==> src/ebf_pkg.sv <==
package ebf_pkg;
  // ****************************************
  // processor modes and bus format codes
  // ****************************************
  localparam logic [1:0] MODE_SINGLE   = 2'h0;
  localparam logic [1:0] MODE_EXPAND   = 2'h1;
  localparam logic [1:0] MODE_MICRO    = 2'h3;
  localparam logic [1:0] MUX_NONE      = 2'h0;
  localparam logic [1:0] MUX_AREA_ONE  = 2'h1;
  localparam logic [1:0] MUX_AREA_TWO  = 2'h2;
  localparam logic [1:0] MUX_WHOLE     = 2'h3;
  localparam int         MUX_FIELD_LO  = 4;
  localparam int         MUX_FIELD_HI  = 5;
  localparam logic [1:0] AREA_OTHER    = 2'h0;
  localparam logic [1:0] AREA_ONE      = 2'h1;
  localparam logic [1:0] AREA_TWO      = 2'h2;

  // ****************************************
  // widths
  // ****************************************
  localparam int ADDR_W  = 20;
  localparam int PIN_W   = 16;
  localparam int BYTE_W  = 8;
  localparam int DATA_W  = 16;
  localparam int UPPER_W = 4;

  // ****************************************
  // types
  // ****************************************
  typedef enum logic [2:0] {
    ST_IDLE, ST_ADDR, ST_HOLD, ST_DATA, ST_WAIT, ST_END
  } ebf_state_e;

  typedef struct packed {
    logic [1:0] procMode;
    logic [1:0] muxSpaceSel;
    logic       swWaitEn;
    logic       upperPortSel;
  } ebf_cfg_s;

  typedef struct packed {
    logic              write;
    logic [1:0]        area;
    logic [ADDR_W-1:0] addr;
    logic [DATA_W-1:0] wdata;
  } ebf_req_s;
endpackage

==> src/ebf_bus_format.sv <==
`timescale 1ns/1ps
// Summary of operation
// - two-bit field selects separate or multiplexed format
// - separate: width pin high frees high port
// - optional software wait on separate bus
// - 8-bit mux shares D0-7 with A0-7
// - 16-bit mux shares D0-7 with A1-8
// - 16-bit mux devices sit at even addresses
// - latch strobe driven on latch strobe pin
// - separate after reset; no whole-mux in micro
// - whole-space mux turns upper address into ports
// - codes 01/10 mux one area; 00 none
// - upper pins: select 1 port, 0 address
// - separate bus: shared pins output address only
// - external signals only in expansion/micro modes
// - twenty-line address bus over one megabyte
// - address undefined until first external access
module ebf_bus_format (
  // clock and reset
  input  wire logic                           clk,
  input  wire logic                           reset,
  // configuration
  input  wire logic                           cnvssPin,
  input  wire logic                           busWidthPin,
  input  wire logic                           cfgLoad,
  input  wire ebf_pkg::ebf_cfg_s              cfgIn,
  output logic                                addrKnown,
  // access request
  input  wire logic                           reqValid,
  input  wire ebf_pkg::ebf_req_s              req,
  output logic                                reqReady,
  output logic                                rspValid,
  output logic [ebf_pkg::DATA_W-1:0]          rspData,
  // low_data_port and high_data_port pins
  input  wire logic [ebf_pkg::BYTE_W-1:0]     lowDataIn,
  output logic [ebf_pkg::BYTE_W-1:0]          lowDataOut,
  output logic                                lowDataOe,
  input  wire logic [ebf_pkg::BYTE_W-1:0]     highDataIn,
  output logic [ebf_pkg::BYTE_W-1:0]          highDataOut,
  output logic                                highDataOe,
  // address pins A0..A15, upper_addr_port_pins A16..A19
  input  wire logic [ebf_pkg::PIN_W-1:0]      addrPinIn,
  output logic [ebf_pkg::PIN_W-1:0]           addrPinOut,
  output logic [ebf_pkg::PIN_W-1:0]           addrPinOe,
  output logic [ebf_pkg::UPPER_W-1:0]         upperAddrOut,
  // control pins
  output logic                                latchStrobe,
  output logic                                rdStrobeN,
  output logic                                wrStrobeN,
  // pin roles, low means general i/o
  output logic                                lowPortIsBus,
  output logic                                highPortIsBus,
  output logic                                addrLoIsBus,
  output logic                                addrHiIsBus,
  output logic                                upperIsBus
);
  import ebf_pkg::*;

  // ****************************************
  // configuration state
  // ****************************************
  logic [1:0]        procMode_r, procMode_nxt;
  logic [1:0]        muxSel_r, muxSel_nxt;
  logic              waitEn_r, waitEn_nxt;
  logic              upperSel_r, upperSel_nxt;
  logic              strapDone_r, strapDone_nxt;
  logic              addrKnown_r, addrKnown_nxt;
  logic              extMode, wholeMux;
  ebf_state_e        state_r, state_nxt;

  assign extMode  = (procMode_r == MODE_EXPAND) || (procMode_r == MODE_MICRO);
  assign wholeMux = extMode && (muxSel_r == MUX_WHOLE);

  // strap caught on the first clock after release; whole-space mux refused in micro mode
  always_comb begin
    procMode_nxt  = procMode_r;
    muxSel_nxt    = muxSel_r;
    waitEn_nxt    = waitEn_r;
    upperSel_nxt  = upperSel_r;
    strapDone_nxt = 1'b1;
    addrKnown_nxt = addrKnown_r;
    if (!strapDone_r) begin
      procMode_nxt = cnvssPin ? MODE_MICRO : MODE_SINGLE;
    end else if (cfgLoad) begin
      procMode_nxt = cfgIn.procMode;
      waitEn_nxt   = cfgIn.swWaitEn;
      upperSel_nxt = cfgIn.upperPortSel;
      if (!(cfgIn.muxSpaceSel == MUX_WHOLE && cfgIn.procMode == MODE_MICRO)) begin
        muxSel_nxt = cfgIn.muxSpaceSel;
      end else if (muxSel_r == MUX_WHOLE) begin
        // a held whole-space code must not survive the move into micro mode
        muxSel_nxt = MUX_NONE;
      end
    end
    // address is stale until the first external cycle after leaving single-chip
    if (procMode_r == MODE_SINGLE && procMode_nxt != MODE_SINGLE) begin
      addrKnown_nxt = 1'b0;
    end else if (state_r == ST_ADDR && extMode) begin
      addrKnown_nxt = 1'b1;
    end
  end

  always_ff @(posedge clk) begin
    if (reset) begin
      procMode_r  <= MODE_SINGLE;
      muxSel_r    <= MUX_NONE;
      waitEn_r    <= 1'b0;
      upperSel_r  <= 1'b0;
      strapDone_r <= 1'b0;
      addrKnown_r <= 1'b0;
    end else begin
      procMode_r  <= procMode_nxt;
      muxSel_r    <= muxSel_nxt;
      waitEn_r    <= waitEn_nxt;
      upperSel_r  <= upperSel_nxt;
      strapDone_r <= strapDone_nxt;
      addrKnown_r <= addrKnown_nxt;
    end
  end
  assign addrKnown = addrKnown_r;

  // ****************************************
  // bus cycle sequencer
  // ****************************************
  ebf_req_s          cyc_r, cyc_nxt;
  logic              cycMux_r, cycMux_nxt;
  logic              cycWide_r, cycWide_nxt;
  logic              waitCyc_r, waitCyc_nxt;
  logic [DATA_W-1:0] rdata_r, rdata_nxt;
  logic              rsp_r, rsp_nxt;
  logic              reqMux;
  logic [BYTE_W-1:0] sharedIn;

  // area decode comes from outside; only the format choice is made here
  assign reqMux = extMode && ((muxSel_r == MUX_AREA_ONE && req.area == AREA_ONE) ||
                              (muxSel_r == MUX_AREA_TWO && req.area == AREA_TWO) ||
                              (muxSel_r == MUX_WHOLE && procMode_r == MODE_EXPAND));
  // shared lines move up one bit on a wide mux bus, so A0 never reaches them
  assign sharedIn = cycWide_r ? addrPinIn[BYTE_W:1] : addrPinIn[BYTE_W-1:0];
  assign reqReady = (state_r == ST_IDLE) && strapDone_r;

  always_comb begin
    state_nxt   = state_r;
    cyc_nxt     = cyc_r;
    cycMux_nxt  = cycMux_r;
    cycWide_nxt = cycWide_r;
    waitCyc_nxt = waitCyc_r;
    rdata_nxt   = rdata_r;
    rsp_nxt     = 1'b0;
    case (state_r)
      ST_IDLE: begin
        if (reqValid && reqReady) begin
          cyc_nxt     = req;
          cycMux_nxt  = reqMux;
          cycWide_nxt = !busWidthPin;
          waitCyc_nxt = waitEn_r;
          state_nxt   = ST_ADDR;
        end
      end
      ST_ADDR: state_nxt = cycMux_r ? ST_HOLD : ST_DATA;
      ST_HOLD: state_nxt = ST_DATA;
      ST_DATA: state_nxt = waitCyc_r ? ST_WAIT : ST_END;
      ST_WAIT: state_nxt = ST_END;
      ST_END: begin
        if (!cyc_r.write) begin
          rdata_nxt[BYTE_W-1:0]      = cycMux_r ? sharedIn : lowDataIn;
          rdata_nxt[DATA_W-1:BYTE_W] = cycWide_r ? highDataIn : {BYTE_W{1'b0}};
        end
        rsp_nxt   = 1'b1;
        state_nxt = ST_IDLE;
      end
      default: state_nxt = ST_IDLE;
    endcase
  end

  always_ff @(posedge clk) begin
    if (reset) begin
      state_r   <= ST_IDLE;
      cyc_r     <= '0;
      cycMux_r  <= 1'b0;
      cycWide_r <= 1'b0;
      waitCyc_r <= 1'b0;
      rdata_r   <= '0;
      rsp_r     <= 1'b0;
    end else begin
      state_r   <= state_nxt;
      cyc_r     <= cyc_nxt;
      cycMux_r  <= cycMux_nxt;
      cycWide_r <= cycWide_nxt;
      waitCyc_r <= waitCyc_nxt;
      rdata_r   <= rdata_nxt;
      rsp_r     <= rsp_nxt;
    end
  end
  assign rspValid = rsp_r;
  assign rspData  = rdata_r;

  // ****************************************
  // pin roles and drive
  // ****************************************
  logic dataPhase, busy;
  assign busy      = (state_r != ST_IDLE);
  assign dataPhase = (state_r == ST_DATA) || (state_r == ST_WAIT) || (state_r == ST_END);

  // whole-space mux keeps only A0..A7 on the pins, 256 bytes per area
  assign lowPortIsBus  = extMode && !wholeMux;
  assign highPortIsBus = extMode && !busWidthPin && !wholeMux;
  assign addrLoIsBus   = extMode;
  assign addrHiIsBus   = extMode && !wholeMux;
  assign upperIsBus    = extMode && !wholeMux && !upperSel_r;

  // strobes stay idle in single-chip mode, the cycle is timed anyway
  assign latchStrobe = extMode && busy && cycMux_r && (state_r == ST_ADDR);
  assign rdStrobeN   = !(extMode && dataPhase && !cyc_r.write && state_r != ST_END);
  assign wrStrobeN   = !(extMode && dataPhase && cyc_r.write && state_r != ST_END);

  assign upperAddrOut = cyc_r.addr[ADDR_W-1:PIN_W];
  assign lowDataOut   = cyc_r.wdata[BYTE_W-1:0];
  assign highDataOut  = cyc_r.wdata[DATA_W-1:BYTE_W];
  assign lowDataOe    = extMode && dataPhase && cyc_r.write && !cycMux_r;
  assign highDataOe   = extMode && dataPhase && cyc_r.write && cycWide_r;

  // shared lines carry address first, then data; separate bus keeps address
  always_comb begin
    addrPinOut = cyc_r.addr[PIN_W-1:0];
    addrPinOe  = extMode ? {PIN_W{1'b1}} : {PIN_W{1'b0}};
    if (extMode && cycMux_r && dataPhase) begin
      if (cycWide_r) begin
        addrPinOut[BYTE_W:1] = cyc_r.wdata[BYTE_W-1:0];
        addrPinOe[BYTE_W:1]  = {BYTE_W{cyc_r.write}};
      end else begin
        addrPinOut[BYTE_W-1:0] = cyc_r.wdata[BYTE_W-1:0];
        addrPinOe[BYTE_W-1:0]  = {BYTE_W{cyc_r.write}};
      end
    end
  end
endmodule

==> config.mk <==
export PLATFORM = sky130hd
export DESIGN_NAME = ebf_bus_format
export DESIGN_NICKNAME = d
export VERILOG_FILES = /design/src/ebf_pkg.sv /design/src/ebf_bus_format.sv
export SDC_FILE = /design/constraint.sdc
export NUM_CORES = 1
export LEC_CHECK = 0
export BUFFER_PORTS_ARGS = -buffer_cell sky130_fd_sc_hd__buf_4
export CAP_MARGIN = 15
export CORE_AREA = 2 2 102 104
export DETAILED_ROUTE_END_ITERATION = 10
export DIE_AREA = 0 0 104 106
export PLACE_DENSITY = 0.62
export SKIP_LAST_GASP = 1
export SLEW_MARGIN = 20
export SYNTH_ARGS = -nofsm -noshare
export SYNTH_HDL_FRONTEND = slang
export SYNTH_SLANG_ARGS = --single-unit
==> constraint.sdc <==
create_clock -name clk -period 1.4 [get_ports clk]
set_input_delay 0.14 -clock clk [delete_from_list [all_inputs] [get_ports clk]]
set_output_delay 0.14 -clock clk [all_outputs]
set_load 0.02 [all_outputs]
Yosys cells after proc, flatten, opt, wreduce, memory -nomap -nowiden
Cells that the tools add are included.
Widths: inputs -> output; s select.

word-level totals
  output and inout port bits = 81
  bits of input ports = 83
  flip-flop bits (word level) = 68

cells by class
  reduce and logical (&&, ||, !) cells = 47
  bitwise logic cells = 1
  equality and inequality tests = 17
  multiplexer cells = 22

operators by type and width
  kind                count
  $logic_and 1x1->1   26
  $mux 8              3
  $mux 9              2
  $mux 16             1
  $pmux 3 s5          1
  $eq 2x2->1 const B  6
  $mux 2              5
  $mux 1              8
  $logic_not 1->1     7
  $mux 7              1
  $eq 2x1->1 const B  3
  $eq 3x2->1 const B  2
  $eq 3x3->1 const B  2
  $reduce_and 2->1    3
  $logic_or 1x1->1    5
  $ne 2x1->1 const B  2
  $eq 3x1->1 const B  1
  $logic_not 3->1     1
  $mux 3              1
  $ne 3x3->1 const B  1
  $reduce_and 3->1    1
  $reduce_bool 3->1   1
  $logic_not 2->1     1
  $reduce_bool 2->1   1
  other kinds (2)     2

Logic depth before layout (Yosys ltp)
  word-level depth = 7
  gate-level depth with buffers = 6
  depth with buffers taken out = 4

Worst setup path after synthesis
No wires, ideal clock.

  path type = reg-to-output
  start = register state_r[2]
  end = output addrPinOe[2] in the netlist's numbering
  setup slack = -0.360 ns
  arrival = 1.620 ns
  required time = 1.260 ns
  stages on the path, launching flop included = 6
  path through = dfxtp_1 buf_2 nand3b_2 a211oi_1 nor2b_1 buf_4

on the way
  cells in the longest elaborated chain, start to end = 5
  elaborated cells between the ends (all ways) = 7
  classes of those cells = 3 x eq/ne; 1 x mux; 3 x reduce/logical

RTL lines
  what                                      line                   source
  from (decl)                               ebf_bus_format.sv:69   ebf_state_e state_r, state_nxt;
  from (signal assigned)                    ebf_bus_format.sv:186  state_r <= state_nxt;
  $eq 3x2->1 or $eq 3x3->1 (tied branches)  ebf_bus_format.sv:203  assign dataPhase = (state_r == ST_DATA) || (state_r == ST_WAIT) || (state_r == ST_END);
  $logic_or 1x1->1                          ebf_bus_format.sv:203
  $logic_or 1x1->1 (*)                      ebf_bus_format.sv:203
  $logic_and 1x1->1 (*)                     ebf_bus_format.sv:227  if (extMode && cycMux_r && dataPhase) begin
  $mux 9 (*)                                ebf_bus_format.sv:227
  to (decl)                                 ebf_bus_format.sv:44   output logic [ebf_pkg::PIN_W-1:0] addrPinOe,

Every way passes the cells marked *; elsewhere a longest branch is shown, timed or not.

Worst setup path after layout
  start = register state_r[1]
  end = output addrPinOut[2] in the netlist's numbering

on the way
  cells in the longest elaborated chain, start to end = 5
  elaborated cells between the ends (all ways) = 7
  classes of those cells = 3 x eq/ne; 1 x mux; 3 x reduce/logical

RTL lines
  what                                      line                   source
  $eq 3x2->1 or $eq 3x3->1 (tied branches)  ebf_bus_format.sv:203
  $logic_or 1x1->1                          ebf_bus_format.sv:203
  $logic_or 1x1->1 (*)                      ebf_bus_format.sv:203
  $logic_and 1x1->1 (*)                     ebf_bus_format.sv:227
  $mux 9 (*)                                ebf_bus_format.sv:227
  to (decl)                                 ebf_bus_format.sv:43   output logic [ebf_pkg::PIN_W-1:0] addrPinOut,

Marked as above.

==> qor.csv <==
metric;value;unit
outcome;finished, violations left;
violations;setup timing;
layout_common_cells;buf_4 (152), dfxtp_1 (63), buf_6 (38);
antennaDiodeCount;0;
yosysUniqueCellTypes;44;
startpoint_type;flop;
critPathKind;flop to primary output;
ir_worst_vdd;0.589;mV
initial_utilization;35.2;%
hold_end;procMode_r[0];
fin_crit;1840;ps
track_usage;18.9;%
synth.avg_cell_area;8.57;um2
hold_start;cnvssPin;
cts.clk_slew.worst_paths;80;ps
grt_first_pass_wirelength;17000;um
worst_r2r_path_depth;7;
wl_per_cell;17.1;um
path_cells;buf_6, nand3b_4, a21oi_4, buf_12, mux2_4, buf_6;
ys_seq_area_share;38.6;%
path_buf_inv;3;
timing.hold.ws;46.1;ps
dr.pass1.iters;6;
first_global_vias;3438;
synth_warnings;0;
grt_max_degree;40;
cp_common_cell;buf_6;
wl;11900;um
cts-root-buf;clkbuf_8;
critical_path.top_delay_family;flip-flops;
synthTopCellsByArea;dfxtp_1 (39%), buf_4 (8.9%), nand3_1 (7.1%);
synth_seq_cells;68;
p_per_area;1010;nW/um2
switchingPower;0.00197;W
synth.net_count;494;
tightest_slew;1100;ps
final_common_cell;buf_4;
hold_viol;0;
overflow;0;
crit_slowest_cell;dfxtp_4;
p_comb_share;34.5;%
finalSetupViolCount;81;
p_int;0.00424;W
antenna_left;0;
syn_to_final_growth;74.0;%
cts_made_buffers;9;
register_area;1380;um2
worstSetupEndpointType;primary output;
dp_hpwl;7220;um
critPathMaxStageDelay;380;ps
maxCapViolCount;0;
async_flop_share;0;%
r2r_slack;-300;ps
synth_edf_count;0;
die_h;106;um
h-tree-depth;3;
rsz0062_at_grt;true;
clock.fmax;544;MHz
syn-instance-count;411;
seqPwrFrac;34.7;%
core;10000;um2
cp.required;1260;ps
min_path_cells;3;
finalCritPeriodShare;131;%
slew_violations;0;
final.fill_count;795;
num_vias;3599;
rr_endpoint;lowDataOut[0];
pre_cts_ws;-207;ps
die_width;104;um
skew;10.4;ps
hp-class;primary input to flop;
antenna_found_initial;0;
netlist.area_leader.share;38.6;%
p_sw_share;31.8;%
viasPerCell;5.20;
drive_above_1_share;63.7;%
stdcell_area;6130;um2
pwr-share-clk;30.8;%
synth-main-ff-cell;dfxtp_1;
crit_arrival;1700;ps
multi_input_area;2360;um2
critPathMaxFanout;7;
placed_area;4680;um2
maxSlewHeadroom;26.6;%
yosys.area.top_type;dfxtp_1;
finalPower;0.00621;W
drt_iter0_drc;172;
num-nets-final;634;
worst_slack;-437;ps
die-area;11000;um2
num_io_pins;164;
cp-startpoint;state_r[1];
port_buffers;156;
cts_tree;built;
clockBufferDepth;2;
p_leak;2.38;nW
rows;37;
gp_congestion;0.770;
cts.sinks;68;
r2r-start;state_r[2];
clk_latency;340;ps
drc;0;
syn_area;3520;um2
[power by group through the flow]
stage | clock (W) | combinational [W] | sequential [W]
2_1_floorplan | 0 | 0.000908 | 0.00214
3_3_place_gp | 0 | 0.00134 | 0.00217
3_5_place_dp | 0 | 0.00136 | 0.00218
4_1_cts | 0.00196 | 0.00161 | 0.00214
5_1_grt | 0.00205 | 0.00224 | 0.00217
6_report | 0.00191 | 0.00214 | 0.00215
[cell type report]
| type | instances | area share, % |
|---|---|---|
| inverters | 6 | 0.449 |
| flip-flops and latches | 68 | 22.4 |
| clock buffers | 11 | 2.47 |
| repair buffers | 210 | 32.1 |
| clock inverters | 5 | 1.35 |
| multi-input cells | 256 | 38.4 |
| well taps | 136 | 2.78 |
[per-layer routing]
layer	global-route usage [%]	wire, um
met2	32.1	6040
met5	0	0
met3	4.41	511
met1	23.6	5110
met4	6.37	204
[through the flow]
step           utilization, %  setup TNS, ps  std cells
2_1_floorplan               -           -797        411
3_3_place_gp             46.8          -6430        653
3_5_place_dp             46.8          -8220        653
4_1_cts                  53.4         -17690        679
5_1_grt                  61.3         -23650        692
6_report                 61.3         -19510        692
[flip-flops by register name (all words and copies together), names as in the netlist, 2 cells and up]
| register | flops |
|---|---|
| cyc_r | 10 |
| procMode_r | 2 |
| muxSel_r | 2 |
| addrPinOut | 7 |
| rspData | 16 |
| highDataOut | 8 |
| lowDataOut | 8 |
| upperAddrOut | 4 |
| state_r | 3 |
[cells in the mapped netlist (2+ instances only)]
library cell  count
inv_1             4
nand3b_1          3
buf_6             6
a21oi_1          49
buf_4            42
buf_2            10
nand3_1          50
buf_1             3
o21ai_0          30
clkbuf_1         21
nand2_1          17
or4bb_1           2
mux2i_1          10
a31oi_1           2
nor4bb_1          3
a31o_2            7
a2111oi_0        10
a211oi_1          7
nor2_1           14
dfxtp_1          68
o21ai_1          10
a21boi_0          2
nand4_1           4
mux2_2           17
[worst max-delay path by stage]
stage,depth (start not counted),end
after floorplan,4,addrPinOut[2]
after global placement,4,addrPinOut[8]
after detailed placement,4,addrPinOut[8]
after CTS,5,addrPinOut[8]
after global routing,6,addrPinOut[3]
final,6,addrPinOut[2]
[cells by family after synthesis]
kind of cell / after synthesis / synth area share [%]
compound gates: 123 / 20.9
simple gates: 103 / 16.1
buf+inv: 88 / 15.5
flops: 68 / 38.6
mux: 28 / 8.59
xor+xnor: 1 / 0.249
[worst reg2reg max path, cell delays in order, from the launching register on]
cell and delay [ps]:
dfxtp_4 380, or4b_4 580, clkinv_4 80, buf_6 90, buf_12 130, clkbuf_16 150
nand3_1 80, a21oi_1 150
[timing repair]
action / CTS / global route
resized for setup: 85 / 146
endpoints found under the setup margin: 85 / 86
endpoints found under the hold margin: 1 / 0
cloned: 2 / 5
setup buffers: 7 / 10
hold buffers: 1 / 0
pin swaps: 9 / 51
Note: power is estimated with default switching activity, not from simulation.
